$ cat src/hrpmc_pkg.sv
// Constants, types and register map for the high rate PHY mode controller.
package hrpmc_pkg;
   // Timing base.
   localparam int CLK_MHZ = 100;
   localparam int SYMBOL_US = 16;
   localparam int ED_STD_SYMBOLS = 8;
   localparam int ED_HR_US = 32;
   localparam int ACK_LONG_SYMBOLS = 12;
   localparam int ACK_SHORT_SYMBOLS = 2;
   localparam int ED_STD_CYCLES = ED_STD_SYMBOLS * SYMBOL_US * CLK_MHZ;
   localparam int ED_HR_CYCLES = ED_HR_US * CLK_MHZ;
   localparam int ACK_LONG_CYCLES = ACK_LONG_SYMBOLS * SYMBOL_US * CLK_MHZ;
   localparam int ACK_SHORT_CYCLES = ACK_SHORT_SYMBOLS * SYMBOL_US * CLK_MHZ;
   localparam int CNT_W = 16;

   // Register addresses.
   localparam logic [5:0] ADDR_TRANSCEIVER_CONTROL_TWO = 6'h0C;
   localparam logic [5:0] ADDR_RECEIVE_SYNC_THRESHOLD = 6'h15;
   localparam logic [5:0] ADDR_EXTENDED_CONTROL = 6'h17;

   // Field positions, reset values and writable masks.
   localparam int TC2_SCRAM_BIT = 5;
   localparam int XC_ACK_TIME_BIT = 2;
   localparam logic [7:0] TC2_RESET = 8'h20;
   localparam logic [7:0] RSYN_RESET = 8'h00;
   localparam logic [7:0] XC_RESET = 8'h00;
   localparam logic [7:0] TC2_WMASK = 8'hA7;
   localparam logic [7:0] RSYN_WMASK = 8'h0F;
   localparam logic [7:0] XC_WMASK = 8'hF7;

   // Payload rate codes.
   localparam logic [2:0] RATE_250 = 3'h0;
   localparam logic [2:0] RATE_500 = 3'h1;
   localparam logic [2:0] RATE_1000 = 3'h2;
   localparam logic [2:0] RATE_2000 = 3'h3;

   // Command byte prefixes.
   localparam logic [2:0] CMD_FB_READ = 3'h1;
   localparam logic [1:0] CMD_REG_READ = 2'h2;
   localparam logic [1:0] CMD_REG_WRITE = 2'h3;

   // Frame store and acknowledgment frame.
   localparam int FB_DEPTH = 128;
   localparam int FB_AW = 7;
   localparam logic [6:0] ACK_PSDU_LEN = 7'h05;

   typedef enum logic [2:0] {
      SPI_IDLE = 3'h0,
      SPI_CMD = 3'h1,
      SPI_FRAME = 3'h3,
      SPI_REG_RD = 3'h2,
      SPI_REG_WR = 3'h6,
      SPI_DONE = 3'h7
   } hrpmc_spi_t;

   typedef enum logic [1:0] {
      RX_IDLE = 2'h0,
      RX_HDR = 2'h1,
      RX_PAY = 2'h3,
      RX_DROP = 2'h2
   } hrpmc_rx_t;

   // Payload sensitivity in 3 dB steps above the signal floor, per payload rate.
   function automatic logic [3:0] pay_sens(input logic [2:0] rate);
      case (rate)
         RATE_500: pay_sens = 4'h1;
         RATE_1000: pay_sens = 4'h2;
         RATE_2000: pay_sens = 4'h4;
         default: pay_sens = 4'h0;
      endcase
   endfunction : pay_sens
endpackage : hrpmc_pkg

$ cat src/hrpmc_frame_store.sv
// Frame store: payload byte memory with one write port and one registered read port.
`timescale 1ns/1ps
module hrpmc_frame_store
   import hrpmc_pkg::*;
#(
   parameter int DEPTH = FB_DEPTH,
   parameter int AW = FB_AW,
   parameter int DW = 8
) (
   input wire logic clock,
   input wire logic resetn,
   input wire logic en,
   input wire logic wr_en,
   input wire logic [AW-1:0] wr_addr,
   input wire logic [DW-1:0] wr_data,
   input wire logic [AW-1:0] rd_addr,
   output logic [DW-1:0] rd_data
);
   logic [DW-1:0] mem [DEPTH];

   // The array has no reset; only bytes beyond the received length can be stale.
   always_ff @(posedge clock) begin
      if (en && wr_en) begin
         mem[wr_addr] <= wr_data;
      end
   end

   // Read data is registered so the SPI side sees it one clock after the address.
   always_ff @(posedge clock or negedge resetn) begin
      if (!resetn) begin
         rd_data <= '0;
      end else if (en) begin
         rd_data <= mem[rd_addr];
      end
   end
endmodule : hrpmc_frame_store

$ cat src/hrpmc_ctrl.sv
// High rate PHY mode controller: registers over SPI, frame read-out, ED and ACK timing.
`timescale 1ns/1ps
// How it works
// RULE1: Sync and PHY headers always run at the base rate; the selected rate covers only payload.
// RULE2: In a frame read the byte right after the payload is the link quality byte, invalid at high rate.
// RULE3: A command with prefix 001 returns state byte, length, payload, link quality, ED value, then status.
// RULE4: Above the base rate the automatic ED measurement lasts 32 us instead of eight symbols.
// RULE5: With a nonzero threshold, frames weaker than the threshold are ignored.
// RULE6: With threshold zero, a high rate frame whose payload is below payload sensitivity is dropped.
// RULE7: The host should set the threshold to at least 1 at the top rate.
// RULE8: At the top rate chip scrambling is on while the scrambler enable bit is one.
// RULE9: In high rate modes clear channel assessment is energy above threshold only.
// RULE10: In high rate modes the host discards the link quality byte.
// RULE11: In auto-ack receive the ACK starts 32 us after frame end with short turnaround, else 192 us.
// RULE12: The ACK frame carries a payload length of five octets.
// RULE13: Rate field bits 2:0 select 250, 500, 1000 or 2000 kb/s, reset 0, other codes reserved.
// RULE14: Threshold field bits 3:0 lower sensitivity in 3 dB steps, 0 being most sensitive.
// RULE15: Both hosts must agree on a non-default rate in advance, since frames do not signal it.
// RULE16: Short turnaround is bit 2 of the register at 0x17: 0 means 12 symbols, 1 two symbols.
// RULE17: The host changes the rate only while no frame is in flight.
module hrpmc_ctrl
   import hrpmc_pkg::*;
#(
   parameter int ED_STD_CYC = ED_STD_CYCLES,
   parameter int ACK_LONG_CYC = ACK_LONG_CYCLES
) (
   input wire logic clock,
   input wire logic resetn,
   input wire logic en,
   input wire logic spi_sclk,
   input wire logic spi_mosi,
   input wire logic spi_sel_n,
   output logic spi_miso,
   input wire logic rx_sync_found,
   input wire logic [3:0] rx_rssi,
   input wire logic rx_phr_valid,
   input wire logic [7:0] rx_phr,
   input wire logic rx_data_valid,
   input wire logic [7:0] rx_data,
   input wire logic rx_frame_end,
   input wire logic rx_crc_ok,
   input wire logic [7:0] rx_lqi,
   input wire logic rx_ack_request,
   input wire logic auto_ack_receive_state,
   input wire logic tx_payload_active,
   input wire logic ed_start,
   input wire logic [7:0] ed_level,
   output logic [2:0] modem_rate,
   output logic chip_scramble,
   output logic cca_energy_only,
   output logic ed_busy,
   output logic ed_done,
   output logic [7:0] ed_value,
   output logic frame_ready,
   output logic frame_dropped,
   output logic ack_tx_start,
   output logic [6:0] ack_psdu_length
);
   typedef struct packed {
      logic [7:0] tc2;
      logic [7:0] rsyn;
      logic [7:0] xc;
      hrpmc_spi_t spi;
      logic sclk_p;
      logic [2:0] bitcnt;
      logic [7:0] sh_in;
      logic [7:0] sh_out;
      logic miso;
      logic [5:0] addr;
      logic [7:0] idx;
      logic [6:0] rd_addr;
      hrpmc_rx_t rx;
      logic [6:0] len;
      logic [6:0] wcnt;
      logic wr_en;
      logic [6:0] wr_addr;
      logic [7:0] wr_data;
      logic stored;
      logic dropped;
      logic [7:0] lqi;
      logic [7:0] rstat;
      logic [7:0] edv;
      logic [CNT_W-1:0] ed_cnt;
      logic ed_busy;
      logic ed_done;
      logic [CNT_W-1:0] ack_cnt;
      logic ack_wait;
      logic ack_start;
      logic [6:0] ack_len;
      logic tx_act;
      logic [2:0] rate;
      logic scram;
      logic cca_ed;
   } hrpmc_state_t;

   hrpmc_state_t s_q;
   hrpmc_state_t s_d;
   logic [7:0] rd_data;
   logic hr;
   logic rise;
   logic fall;
   logic [7:0] b;
   logic [7:0] phy_state;
   logic [3:0] thr;

   // Shared decodes of the current state and the sampled SPI pins.
   assign hr = (s_q.tc2[2:0] != RATE_250);
   assign rise = spi_sclk & ~s_q.sclk_p;
   assign fall = ~spi_sclk & s_q.sclk_p;
   assign b = {s_q.sh_in[6:0], spi_mosi};
   assign thr = s_q.rsyn[3:0];
   assign phy_state = {s_q.stored, s_q.ed_busy, s_q.ack_wait, s_q.rx != RX_IDLE, 1'b0,
                       s_q.tc2[2:0]};

   hrpmc_frame_store u_store (
      .clock(clock),
      .resetn(resetn),
      .en(en),
      .wr_en(s_q.wr_en),
      .wr_addr(s_q.wr_addr),
      .wr_data(s_q.wr_data),
      .rd_addr(s_q.rd_addr),
      .rd_data(rd_data)
   );

   // Next-state logic for the SPI slave, receive control, ED timer and ACK timer.
   always_comb begin
      logic [7:0] fb;
      logic [7:0] rr;
      logic [7:0] nb;
      fb = 8'h00;
      rr = 8'h00;
      nb = 8'h00;
      s_d = s_q;
      s_d.wr_en = 1'b0;
      s_d.dropped = 1'b0;
      s_d.ed_done = 1'b0;
      s_d.ack_start = 1'b0;
      s_d.sclk_p = spi_sclk;
      // Frame read byte for the current index.
      if (s_q.idx == 8'h00) begin
         fb = {1'b0, s_q.len}; // see RULE3
      end else if (s_q.idx <= {1'b0, s_q.len}) begin
         fb = rd_data;
      end else if (s_q.idx == {1'b0, s_q.len} + 8'h01) begin
         fb = s_q.lqi; // see RULE2
      end else if (s_q.idx == {1'b0, s_q.len} + 8'h02) begin
         fb = s_q.edv; // see RULE3
      end else if (s_q.idx == {1'b0, s_q.len} + 8'h03) begin
         fb = s_q.rstat;
      end
      // Register read decode; unmapped addresses read zero.
      case (s_q.addr)
         ADDR_TRANSCEIVER_CONTROL_TWO: rr = s_q.tc2;
         ADDR_RECEIVE_SYNC_THRESHOLD: rr = s_q.rsyn;
         ADDR_EXTENDED_CONTROL: rr = s_q.xc;
         default: rr = 8'h00;
      endcase
      // SPI mode 0: sample on the rising edge, shift out on the falling edge.
      if (spi_sel_n) begin
         s_d.spi = SPI_IDLE;
         s_d.bitcnt = 3'h0;
         s_d.miso = 1'b0;
      end else if (s_q.spi == SPI_IDLE) begin
         s_d.spi = SPI_CMD;
         s_d.sh_out = phy_state; // see RULE3
         s_d.miso = phy_state[7];
      end else if (rise) begin
         s_d.sh_in = b;
         s_d.bitcnt = s_q.bitcnt + 3'h1;
         if (s_q.bitcnt == 3'h7) begin
            unique case (s_q.spi)
               SPI_CMD: begin
                  s_d.addr = b[5:0];
                  s_d.idx = 8'h00;
                  s_d.rd_addr = 7'h00;
                  if (b[7:5] == CMD_FB_READ) begin
                     s_d.spi = SPI_FRAME; // see RULE3
                  end else if (b[7:6] == CMD_REG_READ) begin
                     s_d.spi = SPI_REG_RD;
                  end else if (b[7:6] == CMD_REG_WRITE) begin
                     s_d.spi = SPI_REG_WR;
                  end else begin
                     s_d.spi = SPI_DONE;
                  end
               end
               SPI_REG_WR: begin
                  if (s_q.addr == ADDR_TRANSCEIVER_CONTROL_TWO) begin
                     s_d.tc2 = b & TC2_WMASK;
                     // A reserved rate code is refused and the old rate kept.
                     if (b[2:0] > RATE_2000) begin
                        s_d.tc2[2:0] = s_q.tc2[2:0]; // see RULE13
                     end
                  end
                  if (s_q.addr == ADDR_RECEIVE_SYNC_THRESHOLD) begin
                     s_d.rsyn = b & RSYN_WMASK; // see RULE14
                  end
                  if (s_q.addr == ADDR_EXTENDED_CONTROL) begin
                     s_d.xc = b & XC_WMASK; // see RULE16
                  end
                  s_d.spi = SPI_DONE;
               end
               SPI_REG_RD: s_d.spi = SPI_DONE;
               SPI_FRAME: s_d.spi = SPI_FRAME;
               SPI_DONE: s_d.spi = SPI_DONE;
               SPI_IDLE: s_d.spi = SPI_IDLE;
               default: s_d.spi = SPI_DONE;
            endcase
         end
      end else if (fall) begin
         if (s_q.bitcnt == 3'h0) begin
            if (s_q.spi == SPI_REG_RD) begin
               nb = rr;
            end else if (s_q.spi == SPI_FRAME) begin
               nb = fb;
               // The store reads one byte ahead so data is ready at the next boundary.
               s_d.rd_addr = s_q.idx[6:0];
               if (s_q.idx != 8'hFF) begin
                  s_d.idx = s_q.idx + 8'h01;
               end
            end
            s_d.sh_out = nb;
            s_d.miso = nb[7];
         end else begin
            s_d.sh_out = {s_q.sh_out[6:0], 1'b0};
            s_d.miso = s_q.sh_out[6];
         end
      end
      // Receive control: header at base rate, then payload into the store.
      unique case (s_q.rx)
         RX_IDLE: begin
            if (rx_sync_found) begin
               if (thr != 4'h0 && rx_rssi < thr) begin
                  s_d.rx = RX_DROP; // see RULE5
               end else begin
                  s_d.rx = RX_HDR; // see RULE1
               end
            end
         end
         RX_HDR: begin
            if (rx_frame_end) begin
               s_d.rx = RX_IDLE;
            end else if (rx_phr_valid) begin
               s_d.len = rx_phr[6:0];
               s_d.wcnt = 7'h00;
               s_d.stored = 1'b0;
               s_d.rx = RX_PAY;
            end
         end
         RX_PAY: begin
            if (rx_data_valid && s_q.wcnt < s_q.len) begin
               s_d.wr_en = 1'b1;
               s_d.wr_addr = s_q.wcnt;
               s_d.wr_data = rx_data;
               s_d.wcnt = s_q.wcnt + 7'h01;
            end
            if (rx_frame_end) begin
               s_d.rx = RX_IDLE;
               if (thr == 4'h0 && hr && rx_rssi < pay_sens(s_q.tc2[2:0])) begin
                  s_d.dropped = 1'b1; // see RULE6
               end else begin
                  s_d.stored = 1'b1;
                  s_d.lqi = rx_lqi;
                  s_d.rstat = {rx_crc_ok, hr, 6'h00}; // see RULE2
                  if (auto_ack_receive_state && rx_ack_request) begin
                     s_d.ack_wait = 1'b1;
                     s_d.ack_cnt = s_q.xc[XC_ACK_TIME_BIT] ? CNT_W'(ACK_SHORT_CYCLES - 1)
                                                          : CNT_W'(ACK_LONG_CYC - 1); // see RULE11
                  end
               end
            end
         end
         RX_DROP: begin
            if (rx_frame_end) begin
               s_d.rx = RX_IDLE;
               s_d.dropped = 1'b1;
            end
         end
      endcase
      // Energy detection window, shortened at high rates.
      if (s_q.ed_busy) begin
         if (s_q.ed_cnt == '0) begin
            s_d.ed_busy = 1'b0;
            s_d.ed_done = 1'b1;
            s_d.edv = ed_level;
         end else begin
            s_d.ed_cnt = s_q.ed_cnt - 1'b1;
         end
      end else if (ed_start) begin
         s_d.ed_busy = 1'b1;
         s_d.ed_cnt = hr ? CNT_W'(ED_HR_CYCLES - 1) : CNT_W'(ED_STD_CYC - 1); // see RULE4
      end
      // Acknowledgment turnaround countdown.
      if (s_q.ack_wait) begin
         if (s_q.ack_cnt == '0) begin
            s_d.ack_wait = 1'b0;
            s_d.ack_start = 1'b1;
         end else begin
            s_d.ack_cnt = s_q.ack_cnt - 1'b1;
         end
      end
      // Modem steering outputs; the rate drops to base outside payload.
      s_d.tx_act = tx_payload_active;
      s_d.rate = (s_q.rx == RX_PAY || s_q.tx_act) ? s_q.tc2[2:0] : RATE_250; // see RULE1
      s_d.scram = (s_d.rate == RATE_2000) && s_q.tc2[TC2_SCRAM_BIT]; // see RULE8
      s_d.cca_ed = hr; // see RULE9
      s_d.ack_len = ACK_PSDU_LEN; // see RULE12
   end

   // All control state except the frame store and helper counters is held here; a low clock enable freezes it.
   always_ff @(posedge clock or negedge resetn) begin
      if (!resetn) begin
         s_q <= '0;
         s_q.tc2 <= TC2_RESET;
         s_q.rsyn <= RSYN_RESET;
         s_q.xc <= XC_RESET;
         s_q.ack_len <= ACK_PSDU_LEN;
      end else if (en) begin
         s_q <= s_d;
      end
   end

   assign spi_miso = s_q.miso;
   assign modem_rate = s_q.rate;
   assign chip_scramble = s_q.scram;
   assign cca_energy_only = s_q.cca_ed;
   assign ed_busy = s_q.ed_busy;
   assign ed_done = s_q.ed_done;
   assign ed_value = s_q.edv;
   assign frame_ready = s_q.stored;
   assign frame_dropped = s_q.dropped;
   assign ack_tx_start = s_q.ack_start;
   assign ack_psdu_length = s_q.ack_len;

   // Helper counters that measure the ED window and ACK gap independently.
   logic [CNT_W-1:0] ed_run_h;
   logic [CNT_W-1:0] ed_need_h;
   logic [CNT_W-1:0] ack_run_h;
   logic [CNT_W-1:0] ack_need_h;
   always_ff @(posedge clock or negedge resetn) begin
      if (!resetn) begin
         ed_run_h <= '0;
         ed_need_h <= '0;
         ack_run_h <= '0;
         ack_need_h <= '0;
      end else if (en) begin
         ed_run_h <= s_q.ed_busy ? ed_run_h + 1'b1 : '0;
         ack_run_h <= s_q.ack_wait ? ack_run_h + 1'b1 : '0;
         if (!s_q.ed_busy) begin
            ed_need_h <= hr ? CNT_W'(32 * CLK_MHZ) : CNT_W'(ED_STD_CYC);
         end
         if (!s_q.ack_wait) begin
            ack_need_h <= s_q.xc[2] ? CNT_W'(32 * CLK_MHZ) : CNT_W'(ACK_LONG_CYC);
         end
      end
   end
endmodule : hrpmc_ctrl

$ cat config.mk
export PLATFORM = sky130hd
export DESIGN_NAME = hrpmc_ctrl
export DESIGN_NICKNAME = d
export VERILOG_FILES = /design/src/hrpmc_pkg.sv /design/src/hrpmc_frame_store.sv /design/src/hrpmc_ctrl.sv
export SDC_FILE = /design/constraint.sdc
export NUM_CORES = 1
export LEC_CHECK = 0
export BUFFER_PORTS_ARGS = -buffer_cell sky130_fd_sc_hd__buf_2
export CORE_UTILIZATION = 43
export CTS_BUF_LIST = sky130_fd_sc_hd__clkbuf_8 sky130_fd_sc_hd__clkbuf_16
export CTS_CLUSTER_DIAMETER = 40
export DETAILED_ROUTE_END_ITERATION = 8
export PLACE_DENSITY = 0.63
export RECOVER_POWER = 25
export SYNTH_ARGS = -nofsm -noshare
export SYNTH_HDL_FRONTEND = slang
export SYNTH_SLANG_ARGS = --single-unit
$ cat constraint.sdc
create_clock -name clock -period 3.95 [get_ports clock]
set_input_delay 0.1975 -clock clock [delete_from_list [all_inputs] [get_ports clock]]
set_output_delay 0.1975 -clock clock [all_outputs]
set_load 0.005 [all_outputs]
# After elaboration in Yosys (flattened, before gate mapping)
# Memories as Yosys holds them, arrays and structs flattened. A register that Yosys moved wholly into a read port is not among the register bits.
# Index checks and enable logic that the tools add are counted.
# word_totals
regBits	154
ram_bits	1024
in_bits	51
output_inout_bits	26
n_memories	1
# mem_list
name	depth	word_bits	rd	rd_clocked_by_memory_dff	wr	line_no	rtl
u_store.mem	128	8	1	1	1	hrpmc_frame_store.sv:19	logic [DW-1:0] mem [DEPTH];
# classes
addsub	8
order_cmp	5
n_eq_ne	37
muxes	71
n_bitwise	9
reduce_logical	51
# op_table
op	n
$mux W15	8
$mux W17	6
$mux W8	12
$mux W16	5
$mux W18	2
$logic_not A16 Y1	2
$sub A16 B1 Y16 const B	2
$eq A8 B8 Y1	3
$mux W3	8
$pmux W8 S3	1
$mux W23	1
$mux W11	2
$reduce_and A7 Y1	3
$reduce_and A4 Y1	5
$ne A2 B2 Y1 const B	9
$reduce_and A3 Y1	6
$reduce_bool A2 Y1	9
$add A7 B2 Y8 const B	2
$eq A3 B2 Y1 const B	5
$mux W14	1
$pmux W7 S2	1
$eq A6 B5 Y1 const B	2
$mux W2	6
$reduce_and A6 Y1	2
40 further kinds	78

# Logic depth before layout (Yosys ltp)
# Gate-level depths: netlist of run 1.
# logic_depth
word_depth	14
ltp_mapped	11

# Hierarchy
# From an unflattened synthesis of run 1, not the netlist that was laid out.
# hier_totals
cells_unflattened	2922
area_unflattened_um2	49048.3
# by_module_without_submodules
mod	n_inst	cells_per_inst	area_per_inst_um2	seq_area_each_um2
hrpmc_frame_store	1	2038	40482.6	30949.7
hrpmc_ctrl	1	884	8565.7	3829.9

# Least setup slack after synthesis of run 1
# OpenSTA, ideal clock, no wires.
# synth_path
path_kind	flip-flop to flip-flop
start	reg s_q[100] (netlist bit)
end	reg s_q[130] (netlist bit)
arrival_time_ns	2.305
required_time_ns	3.824
setup_slack_ns	1.519
path_stages_with_launch	11
n_path_buf	2
synth_period_minus_slack_ns	2.431
path_cell_list	dfrtp_1 clkbuf_1 inv_1 ha_1 nand4_1 or4_1 o21a_1 clkbuf_1 nand4_1 o2111ai_1 a221o_1
# synth_between
elab_chain_cells	12
elab_cells_between_ends	15
classes_between	add/sub: 2; order compare: 1; eq/ne: 2; mux: 10
# synth_lines
item	line_no	rtl
start, declared	hrpmc_ctrl.sv:96	hrpmc_state_t s_q;
$add A7 B2 Y8	hrpmc_ctrl.sv:147	end else if (s_q.idx == {1'b0, s_q.len} + 8'h02) begin
$eq A8 B8 Y1	hrpmc_ctrl.sv:147	
$mux W8	hrpmc_ctrl.sv:147	
$mux W8	hrpmc_ctrl.sv:145	end else if (s_q.idx == {1'b0, s_q.len} + 8'h01) begin
$mux W8 (*)	hrpmc_ctrl.sv:143	end else if (s_q.idx <= {1'b0, s_q.len}) begin
$mux W8 (*)	hrpmc_ctrl.sv:141	if (s_q.idx == 8'h00) begin
$mux W8 (*)	hrpmc_ctrl.sv:214	end else if (s_q.spi == SPI_FRAME) begin
$mux W8 (*)	hrpmc_ctrl.sv:212	if (s_q.spi == SPI_REG_RD) begin
$mux W8 (*)	hrpmc_ctrl.sv:211	if (s_q.bitcnt == 3'h0) begin
$mux W8 (*)	hrpmc_ctrl.sv:210	end else if (fall) begin
$mux W8 (*)	hrpmc_ctrl.sv:168	end else if (rise) begin
$mux W8 (*)	hrpmc_ctrl.sv:164	end else if (s_q.spi == SPI_IDLE) begin
# Every way passes the cells marked *; elsewhere a longest branch is shown, timed or not. The select of a mux whose other input is x is not followed.
# A chain may end at the register's enable or synchronous reset.

# Worst setup path in the final report of run 1
# layout_path
start	reg s_q[79] (netlist bit)
end	mem u_store.mem[48][4] (data pin)
# layout_rtl
item	line_no
end, declared	hrpmc_frame_store.sv:19
# No word-level cell before the write port.

==> metrics.md, run 1 <==
| Metric | Value |
|---|---|
| Total routed wirelength | `roughly 110 mm` |
| Highest clock rate | `around 300 MHz` |
| Minimum clock period | `around 3.3 ns` |
| Leakage power | `18.2 nW` |
| Critical path's largest stage delay | `roughly 1.5 ns` |
| Post-DP HPWL | `between 70 and 80 mm` |
| Iteration-0 DRC Markers | `roughly 2500` |
| Status | `finished with violations` |
| Synthesis Warnings | `0` |
| Final Skew | `~0.027 ns` |
| First-pass GRT wire length | `between 150 and 200 mm` |
| Die H | `about 340 um` |
| Fin crit share | `a little over four fifths` |
| Worst Hold Endpoint | `phy_state[5]` |
| Number of global-route vias before repair | `~26000` |
| Die area | `roughly 110000 sq um` |
| Pwr/cell area | `583 nW/um^2` |
| Drt wl/cell | `between 20 and 30 um` |
| CTS sink count | `1185` |
| Skew-Pair Late Insertion Delay | `0.74 ns` |
| Sw Pwr | `between 8 and 9 mW` |
| Critical path class | `register to register` |
| Post-synth EDFFs | `~1000` |
| Initial antenna violation count | `0` |
| DP Cell Count | `4120` |
| Share of layout cells above drive strength 1 | `between 20% and 30%` |
| Critical path arrival | `between 3 and 4 ns` |
| All-Layer GR Usage | `between 15 and 20%` |
| Vias | `25789` |
| Via density | `~5.8` |
| Synth Flop Type | `edfxtp_1` |
| Clk buf depth | `3` |
| Gp weighted congestion | `~0.88` |
| Post-cts gate resize count | `0` |
| WP data required | `between 4 and 5 ns` |
| Reg2reg start | `s_q[79]` |
| Worst Hold Depth | `4` |
| Final net count | `~2900` |
| Max IR drop VDD | `roughly 450 uV` |
| RSZ-0062 raised after global routing | `no` |
| Register share of total power | `52.6%` |
| Slew margin rel. | `-100%` |
| Worst setup startpoint | `s_q[79]` |
| Total power | `roughly 32 mW` |
| Reg2reg path depth | `1` |
| N_diodes | `0` |
| Non-Filler Instances | `around 4400` |
| Hold crit path type | `input port to register` |
| CP startpoint kind | `register` |
| Worst Tran Pin Value | `approximately 3 ns` |
| Critical path fanouts, max | `40` |
| Worst Setup End Kind | `register` |
| Avg Synthesized Cell Area | `18.2 sq um` |
| Bufs and invs on worst path | `1` |
| Reg2reg setup slack | `0.62 ns` |
| HP Start | `rx_ack_request` |
| Core ar. | `111000 sq um` |
| Max Cap Viol | `6` |
| Final antenna-violating net count | `0` |
| Logic pwr share | `7.3%` |
| Finished Core Util | `between 50% and 60%` |
| Post-Synthesis Cells | `between 2000 and 3000` |
| Port buffer count | `~70` |
| Failing checks | `max-capacitance violations, max-slew violations` |
| Syn Std Cell Area | `48400 sq um` |
| Worst path slowest cell | `clkbuf_1` |
| DRC | `0` |
| Final TNS setup | `0 ns` |
| FF+latch count, synth | `between 1000 and 1500` |
| Final Hold Viols | `0` |
| Initial DRT Pass Iterations | `5` |
| Die X | `between 300 and 400 um` |
| Clock power share | `around two fifths` |
| R2R Path End | `u_store.mem[48][4]` |
| CTS clk-pin slew, worst paths | `around 0.06 ns` |
| Cts bufs inserted | `~140` |
| Synth async-reset ratio | `between 10% and 20%` |
| Delay-heaviest family, CP | `buffers and inverters` |
| P_int | `24.0 mW` |
| Root Driver | `clkbuf_16` |
| H-tree levels | `4` |
| CTS tree | `built` |
| Final Slew Violations | `about 410` |
| Starting density of the core | `43.6%` |
| Area grow syn2layout | `14.9%` |
| Largest net degree at the start of global routing | `110` |
| Synth cell types | `81` |
| Sequential element share of the synthesized area | `between 70% and 80%` |
| CP cell instances | `clkbuf_1` |
| Total gr overflow | `0` |
| Site Rows | `122` |
| Count of final setup violators | `0` |
| I/O Pins | `77` |
| Fillers | `just under 9000` |
| Switching part of the total power | `about a quarter` |
layout by cell type, fill, tap and decap left out, drive strengths merged, types with 13 or more instances in the layout:
| cell | n |
|---|---|
| mux4 | 272 |
| xnor2 | 14 |
| mux2i | 37 |
| o21ai | 89 |
| ha | 33 |
| edfxtp | 1024 |
| a21oi | 52 |
| dfrtp | 160 |
| a221oi | 46 |
| nand4 | 21 |
| nand2 | 84 |
| mux2 | 64 |
| dlygate4sd3 | 42 |
| buf | 108 |
| a22o | 30 |
| clkbuf | 171 |
| clkinvlp | 13 |
| nor2b | 24 |
| nor3 | 35 |
| a211oi | 15 |
| nand2b | 15 |
| inv | 95 |
| nor4 | 14 |
| nand3 | 24 |
| or3 | 17 |
| nor2 | 218 |
| clkinv | 41 |
power by group through the flow:
stage               clock (mW)  combinational (mW)  sequential, mW
floorplan                    0                1.17            16.9
global placement             0                2.19            17.2
detailed placement           0                2.33            17.3
CTS                       13.2                2.37            17.0
global route              13.8                2.61            17.2
finish                    13.0                2.35            17.0
routing by layer:
layer / share of wire [%] / routed length (um) / GRT usage (%)
met1: 42 / 46900 / 27.3
met2: 49 / 55000 / 32.2
met3: 7.2 / 8170 / 3.95
met4: 2.5 / 2790 / 6.24
met5: 0 / 0 / 0
final cells by class:
type / count / area (sq um) / share of cell area [%]
clock inverters: 117 / 1050 / 1.89
well taps: 1488 / 1860 / 3.35
clock buffers: 150 / 3730 / 6.71
inverters: 43 / 161 / 0.290
repair buffers: 171 / 1310 / 2.36
flip-flops and latches: 1185 / 34800 / 62.6
multi-input cells: 1275 / 12700 / 22.8
cell usage after synthesis, types with 15 or more instances:
library cell / count / area (sq um)
mux2i_1: 37 / 370
a22o_1: 30 / 263
nor2b_1: 24 / 150
a21oi_1: 52 / 260
a221oi_1: 46 / 403
inv_1: 43 / 161
or3_1: 17 / 106
ha_1: 33 / 413
buf_4: 44 / 330
nand4_1: 21 / 131
edfxtp_1: 1024 / 30700
nand3_1: 24 / 120
mux4_2: 272 / 6130
buf_2: 25 / 125
mux2_2: 64 / 721
o21ai_0: 86 / 430
nand2_1: 84 / 315
clkbuf_1: 70 / 263
nor3_1: 33 / 165
nor2_1: 218 / 818
dfrtp_1: 160 / 4000
nand2b_1: 15 / 93.8
kinds of logic after synthesis:
logic type	synth area share [%]
DFF	71.8
and+or+nand+nor	5.10
muxes	14.9
AOI/OAI and AO/OA	4.81
buffers and inverters	1.99
adders and majority gates	0.853
xor gates and xnor gates	0.488
other	0.0155
flip-flops by register name (all words and copies together), names as in the netlist:
name	count
spi_miso	1
frame_ready	1
ed_value	8
ed_done	1
frame_dropped	1
cca_energy_only	1
ed_busy	1
chip_scramble	1
ack_tx_start	1
b	7
u_store.mem	1024
s_q	123
modem_rate	3
phy_state	4
u_store.rd_data	8
how the worst max path moves through the flow:
stage,to,slack (ns),depth (start not counted)
after CTS,s_q[37],0.70,8
after floorplan,s_q[130],1.52,10
final,u_store.mem[48][4],0.62,1
after global routing,u_store.mem[48][4],0.37,1
after detailed placement,s_q[37],0.71,8
after global placement,s_q[39],0.89,8
repair_timing:
item	in CTS	in global routing
hold endpoints to repair	150	0
hold buffers	42	0
buffers inserted	0	0
setup endpoints to repair	0	0
through the flow:
step                      worst slack [ns]  hold slack [ns]  cell area (sq um)
after floorplan                       1.52          -0.0981              48400
after global placement               0.891            0.357              50500
after detailed placement             0.708            0.379              50500
after CTS                            0.699           0.0109              55700
after global routing                 0.367           0.0768              55600
final                                0.618           0.0515              55600
Power figures use the tool's default switching activity.
==> run 2, diff against run 1 <==
- PLACE_DENSITY: 0.63 -> 0.65
- clock period: 3.95 -> 3.03 ns (I/O delays scaled with it)
==> run 2 against run 1 <==
The run still ends with max-capacitance violations, max-slew violations left. Sequential cell count stayed put. Maximum frequency up 14%. Sequential power increased by 31%. Power up 33%. Cell area rose by 3.6%. First-iteration DRC count grew 7.5%. Clock power rose by 36%. Register-to-register slack got worse by 0.51 ns. Via count is 3.5% higher. Critical path type unchanged. Critical endpoint is now u_store.rd_data[0]. Largest cell class unchanged.
==> metrics.md, run 2 (synthesis gave the netlist of run 1 again) <==
| Metric | Value |
|---|---|
| N_diodes | `0 (unchanged)` |
| Slew margin rel. | `-62.9% (was -100%)` |
| Starting density of the core | `43.6% (unchanged)` |
| Leakage power | `19.4 nW (was 18.2 nW)` |
| R2R Path End | `u_store.rd_data[0] (was u_store.mem[48][4])` |
| Gp weighted congestion | `0.889 (was 0.880)` |
| Pwr/cell area | `749 nW/um^2 (was 583 nW/um^2)` |
| Critical path class | `register to register (unchanged)` |
| Reg2reg start | `s_q[107] (was s_q[79])` |
| Die area | `114000 sq um (unchanged)` |
| Number of global-route vias before repair | `27248 (was 26042)` |
| Worst path slowest cell | `dfrtp_4 (was clkbuf_1)` |
| Reg2reg path depth | `8 (was 1)` |
| Max Cap Viol | `6 (unchanged)` |
| Largest register by flop count | `u_store.mem (unchanged)` |
| Bufs and invs on worst path | `2 (was 1)` |
| Clk buf depth | `3 (unchanged)` |
| Skew-Pair Late Insertion Delay | `0.74 ns (about the same)` |
| Drt wl/cell | `24.6 um (was 25.5 um)` |
| HP Start | `auto_ack_receive_state (was rx_ack_request)` |
| Iteration-0 DRC Markers | `2639 (was 2455)` |
| All-Layer GR Usage | `20.4% (was 19.9%)` |
| Total gr overflow | `0 (unchanged)` |
| RSZ-0062 raised after global routing | `yes (was no)` |
| First-pass GRT wire length | `173 mm (was 168 mm)` |
| Delay-heaviest family, CP | `compound AO/OA/AOI/OAI gates (was buffers and inverters)` |
| Non-Filler Instances | `4642 (was 4429)` |
| Site Rows | `122 (unchanged)` |
| Area grow syn2layout | `19.1% (was 14.9%)` |
| Post-DP HPWL | `72.7 mm (was 70.5 mm)` |
| Most common cell after layout, fill and taps aside | `edfxtp_1 (unchanged)` |
| Fillers | `8682 (was 8946)` |
| Worst Setup End Kind | `register (unchanged)` |
| CP cell instances | `buf_12 -> mux4_2 -> a22o_1 -> a221oi_1 -> buf_4 -> a211oi_1 -> nor2_1 -> o32ai_1 (was clkbuf_1)` |
| CTS sink count | `1185 (unchanged)` |
| Largest regs | `u_store.mem x1024, s_q x123 (unchanged)` |
| Worst Tran Pin Value | `2.44 ns (was 3.00 ns)` |
| H-tree levels | `4 (unchanged)` |
| Failing checks | `max-capacitance violations, max-slew violations (unchanged)` |
| Critical path arrival | `3.51 ns (was 3.57 ns)` |
| Root Driver | `clkbuf_16 (unchanged)` |
| Count of final setup violators | `0 (unchanged)` |
| Largest net degree at the start of global routing | `111 (was 110)` |
| DP Cell Count | `4307 (was 4120)` |
| Initial antenna violation count | `0 (unchanged)` |
| Total routed wirelength | `114 mm (was 113 mm)` |
| Die X | `338 um (unchanged)` |
| Final net count | `3118 (was 2904)` |
| CTS tree | `built (unchanged)` |
| Final antenna-violating net count | `0 (unchanged)` |
| Final Skew | `0.0214 ns (was 0.0268 ns)` |
| I/O Pins | `77 (unchanged)` |
| Die H | `338 um (unchanged)` |
| Minimum clock period | `2.92 ns (was 3.33 ns)` |
| Final Slew Violations | `400 (was 407)` |
| Max IR drop VDD | `623 uV (was 454 uV)` |
| Via density | `5.75 (was 5.82)` |
| Final Hold Viols | `0 (unchanged)` |
| WP data required | `3.62 ns (was 4.19 ns)` |
| Core ar. | `111000 sq um (unchanged)` |
| Port buffer count | `68 (unchanged)` |
| Max reg flops | `1024 (unchanged)` |
| Vias | `26698 (was 25789)` |
| Fin crit share | `96.3% (was 84.4%)` |
| Initial DRT Pass Iterations | `6 (was 5)` |
| Highest clock rate | `343 MHz (was 300 MHz)` |
| Worst Hold Depth | `5 (was 4)` |
| Reg2reg setup slack | `0.11 ns (was 0.62 ns)` |
| Share of layout cells above drive strength 1 | `29.3% (was 24.3%)` |
| Commonest non-fill, non-tap cells in the layout | `edfxtp_1, mux4_2, buf_4 (was edfxtp_1, mux4_2, nor2_1)` |
| Cts bufs inserted | `147 (was 144)` |
| Hold crit path type | `input port to register (unchanged)` |
| Worst Hold Endpoint | `s_q[24] (was phy_state[5])` |
| DRC | `0 (unchanged)` |
| CTS clk-pin slew, worst paths | `0.06 ns (about the same)` |
| Critical path's largest stage delay | `0.70 ns (was 1.48 ns)` |
| Final hold slack | `0.0863 ns (was 0.0515 ns)` |
| CP startpoint kind | `register (unchanged)` |
| Status | `finished with violations (unchanged)` |
| Critical path fanouts, max | `13 (was 40)` |
## run 2: cell count changes in the layout (fill, tap and decap cells not counted), moves of 6 or more
cell | before | now
buf_4 | 47 | 228
clkinv_1 | 21 | 12
inv_6 | 27 | 12
bufinv_16 | 11 | 18
dlygate4sd3_1 | 42 | 62
clkinv_4 | 5 | 11
buf_12 | 10 | 17
## run 2: metrics by stage
| stage | setup slack [ns] | TNS, ns | cell area (sq um) | utilization [%] | total power [mW] |
|---|---|---|---|---|---|
| floorplan | 0.599 | 0 | 48400 | - | 23.6 |
| global placement | -0.0212 | -0.0276 | 52000 | 46.8 | 25.3 |
| detailed placement | -0.0483 | -0.0483 | 52000 | 46.8 | 25.6 |
| CTS | 0.0285 | 0 | 57700 | 51.9 | 43.4 |
| global route | -0.00745 | -0.00799 | 57600 | 51.9 | 44.6 |
| finish | 0.112 | 0 | 57600 | 51.9 | 43.2 |
## run 2: what timing repair did
action,in CTS,in global routing
setup buffers,1,2
pin swaps,0,0
resized for setup,0,2
endpoints found under the hold margin,236,0
hold buffers,63,0
setup endpoints to repair,3,8
## run 2: routing by layer
metal / vias up / wire, um / global-route usage [%]
met3: 204 / 8480 / 3.60
met4: 0 / 3740 / 7.38
met1: 13831 / 46900 / 28.0
met5: - / 0 / 0
li1: 11491 / - / -
met2: 1172 / 55000 / 32.9
## run 2: worst min-delay path, stage by stage
cell	delay, ns
buf_2	0.10
and4_1	0.23
nand3b_1	0.13
a21oi_1	0.07
nor2_1	0.10
## run 2: worst max-delay path by stage
| stage | slack (ns) | endpoint | depth (start not counted) | from |
|---|---|---|---|---|
| CTS | 0.03 | s_q[100] | 6 | s_q[105] |
| floorplan | 0.60 | s_q[130] | 10 | s_q[100] |
| global route | -0.007 | u_store.rd_data[0] | 7 | s_q[107] |
| detailed placement | -0.05 | u_store.rd_data[3] | 8 | s_q[107] |
| finish | 0.11 | u_store.rd_data[0] | 8 | s_q[107] |
| global placement | -0.02 | u_store.rd_data[3] | 8 | s_q[107] |
## run 2: layout make-up
type | count | area (sq um) | area share (%)
multi-input combinational | 1275 | 12700 | 22.1
clock inverter | 116 | 1250 | 2.17
sequential | 1185 | 34800 | 60.4
clock buffer | 153 | 3790 | 6.58
timing repair buffer | 382 | 3060 | 5.30
tap | 1488 | 1860 | 3.23
inverter | 43 | 161 | 0.280
## run 2: where the power goes
part / internal, mW / total, mW / leakage, nW / switching [mW]
Combinational: 1.12 / 3.16 / 5.57 / 2.04
Sequential: 20.3 / 22.3 / 11.3 / 1.98
Clock: 10.8 / 17.7 / 2.53 / 6.92
==> run 3, diff against run 2 <==
- CELL_PAD_IN_SITES_DETAIL_PLACEMENT: not set -> 0
- CELL_PAD_IN_SITES_GLOBAL_PLACEMENT: not set -> 2
- PLACE_DENSITY: 0.65 -> 0.79
==> run 3 against run 2 <==
Critical path type unchanged. Maximum frequency rose by 0.44%. Non-clock buffer count fell by 14. Die area is the same. Power up 2.0%. Register-to-register slack barely moved. Critical endpoint is now u_store.rd_data[3]. The run still ends with max-capacitance violations, max-slew violations left. Setup slack improved by 0.013 ns. Hold slack worse by 0.027 ns. Via count decreased by 1.6%. Cell area grew 0.52%. First-iteration DRC count shrank 13%.
==> metrics.md, run 3 (synthesis gave the netlist of run 1 again) <==
| Metric | Value |
|---|---|
| Status | `finished with violations (unchanged)` |
| Failing checks | `max-capacitance violations, max-slew violations (unchanged)` |
| Starting density of the core | `43.6% (unchanged)` |
| I/O Pins | `77 (unchanged)` |
| Final hold slack | `0.0595 ns (was 0.0863 ns)` |
| Delay-heaviest family, CP | `compound AO/OA/AOI/OAI gates (unchanged)` |
| Area grow syn2layout | `19.7% (was 19.1%)` |
| Reg2reg path depth | `8 (unchanged)` |
| Critical path class | `register to register (unchanged)` |
| First-pass GRT wire length | `173 mm (about the same)` |
| RSZ-0062 raised after global routing | `no (was yes)` |
| Share of layout cells above drive strength 1 | `29.7% (was 29.3%)` |
| Critical path arrival | `3.55 ns (was 3.51 ns)` |
| Count of final setup violators | `0 (unchanged)` |
| H-tree levels | `4 (unchanged)` |
| Cts bufs inserted | `156 (was 147)` |
| Final net count | `3113 (was 3118)` |
| Initial antenna violation count | `0 (unchanged)` |
| Drt wl/cell | `25.1 um (was 24.6 um)` |
| Reg2reg start | `s_q[107] (unchanged)` |
| Max Cap Viol | `5 (was 6)` |
| Number of global-route vias before repair | `27101 (was 27248)` |
| Final Skew | `0.0283 ns (was 0.0214 ns)` |
| CTS sink count | `1185 (unchanged)` |
| Commonest non-fill, non-tap cells in the layout | `edfxtp_1, mux4_2, nor2_1 (was edfxtp_1, mux4_2, buf_4)` |
| Clk buf depth | `3 (unchanged)` |
| Site Rows | `122 (unchanged)` |
| Total gr overflow | `0 (unchanged)` |
| Die H | `338 um (unchanged)` |
| Minimum clock period | `2.91 ns (was 2.92 ns)` |
| Largest net degree at the start of global routing | `91 (was 111)` |
| Worst Hold Depth | `5 (unchanged)` |
| R2R Path End | `u_store.rd_data[3] (was u_store.rd_data[0])` |
| DRC | `0 (unchanged)` |
| Finished Core Util | `52.1% (was 51.9%)` |
| DP Cell Count | `4301 (was 4307)` |
| Skew-Pair Late Insertion Delay | `0.75 ns (was 0.74 ns)` |
| Die X | `338 um (unchanged)` |
| Largest register by flop count | `u_store.mem (unchanged)` |
| Die area | `114000 sq um (unchanged)` |
| Worst Setup End Kind | `register (unchanged)` |
| Pwr/cell area | `760 nW/um^2 (was 749 nW/um^2)` |
| Final Slew Violations | `303 (was 400)` |
| Hold crit path type | `input port to register (unchanged)` |
| CTS tree | `built (unchanged)` |
| Worst path slowest cell | `a211oi_1 (was dfrtp_4)` |
| Most common cell after layout, fill and taps aside | `edfxtp_1 (unchanged)` |
| Worst Hold Endpoint | `s_q[24] (unchanged)` |
| Max IR drop VDD | `567 uV (was 623 uV)` |
| Final WS setup | `0.124 ns (was 0.112 ns)` |
| Reg2reg setup slack | `0.12 ns (was 0.11 ns)` |
| CP startpoint kind | `register (unchanged)` |
| HP Start | `auto_ack_receive_state (unchanged)` |
| Leakage power | `19.5 nW (was 19.4 nW)` |
| Largest regs | `u_store.mem x1024, s_q x123 (unchanged)` |
| Fin crit share | `95.9% (was 96.3%)` |
| Final TNS setup | `0 ns (unchanged)` |
| Non-Filler Instances | `4647 (was 4642)` |
| CP cell instances | `buf_4 -> buf_12 -> mux4_2 -> mux4_2 -> nor2_1 -> a211oi_1 -> nor2_1 -> o32ai_1 (was buf_12 -> mux4_2 -> a22o_1 -> a221oi_1 -> buf_4 -> a211oi_1 -> nor2_1 -> o32ai_1)` |
| Worst setup startpoint | `s_q[107] (unchanged)` |
| Via density | `5.65 (was 5.75)` |
| Highest clock rate | `344 MHz (was 343 MHz)` |
| Initial DRT Pass Iterations | `5 (was 6)` |
| Worst Tran Pin Value | `2.43 ns (was 2.44 ns)` |
| Final antenna-violating net count | `0 (unchanged)` |
| Critical path's largest stage delay | `0.76 ns (was 0.70 ns)` |
| Pre-CTS setup slack | `0.0677 ns (was -0.0483 ns)` |
| Fillers | `8881 (was 8682)` |
| Final Hold Viols | `0 (unchanged)` |
| Gp weighted congestion | `0.855 (was 0.889)` |
| Port buffer count | `68 (unchanged)` |
| Slew margin rel. | `-61.8% (was -62.9%)` |
| Max reg flops | `1024 (unchanged)` |
| CTS clk-pin slew, worst paths | `0.06 ns (about the same)` |
| WP data required | `3.67 ns (was 3.62 ns)` |
| All-Layer GR Usage | `20.8% (was 20.4%)` |
| Total routed wirelength | `117 mm (was 114 mm)` |
| Iteration-0 DRC Markers | `2288 (was 2639)` |
| Root Driver | `clkbuf_16 (unchanged)` |
| Critical path fanouts, max | `21 (was 13)` |
| Core ar. | `111000 sq um (unchanged)` |
| Post-DP HPWL | `75.0 mm (was 72.7 mm)` |
| Bufs and invs on worst path | `2 (unchanged)` |
| Vias | `26270 (was 26698)` |
run 3: what timing repair did:
item | in CTS | in global routing
endpoints found under the setup margin | 0 | 6
hold buffers | 54 | 0
resized for setup | 0 | 4
hold endpoints to repair | 219 | 0
setup buffers | 0 | 4
run 3: metal layers:
layer	wire length (um)	vias to the layer above	GRT usage [%]
met2	56600	838	33.3
li1	-	11533	-
met1	48400	13682	27.7
met3	7430	217	4.35
met4	4170	0	8.55
met5	0	-	0
run 3: metrics by stage:
stage                     total power, mW  instance area [sq um]
after global routing                 45.5                  57900
after detailed placement             25.8                  52100
after floorplan                      23.6                  48400
after global placement               25.5                  52100
final                                44.0                  57900
after CTS                            44.3                  58000
run 3: worst max path at each step:
stage                          to  slack [ns]  cells after the start
4_1_cts        u_store.rd_data[2]        0.05                      7
2_1_floorplan            s_q[130]        0.60                     10
3_3_place_gp   u_store.rd_data[2]        0.09                      7
3_5_place_dp   u_store.rd_data[2]        0.07                      7
6_report       u_store.rd_data[3]        0.12                      8
5_1_grt                   s_q[34]        0.03                      3
run 3: cell type report:
| type | instances | area [sq um] | area share (%) |
|---|---|---|---|
| timing repair buffer | 368 | 3090 | 5.33 |
| clock buffer | 162 | 4020 | 6.94 |
| tap | 1488 | 1860 | 3.21 |
| clock inverter | 125 | 1310 | 2.25 |
| sequential | 1185 | 34800 | 60.1 |
| antenna | 1 | 2.50 | 0.00432 |
| multi-input combinational | 1275 | 12700 | 21.9 |
| inverter | 43 | 161 | 0.279 |
run 3: worst min-delay path: stages:
cell and delay [ns]:
buf_2 0.10, and4_1 0.22, nand3b_1 0.13, a21oi_1 0.07
nor2_1 0.09
run 3: power by group:
part | switching (mW) | total [mW] | internal [mW] | leakage, nW
logic | 2.37 | 3.55 | 1.18 | 5.56
registers | 1.67 | 22.0 | 20.3 | 11.3
clock network | 7.28 | 18.5 | 11.2 | 2.63
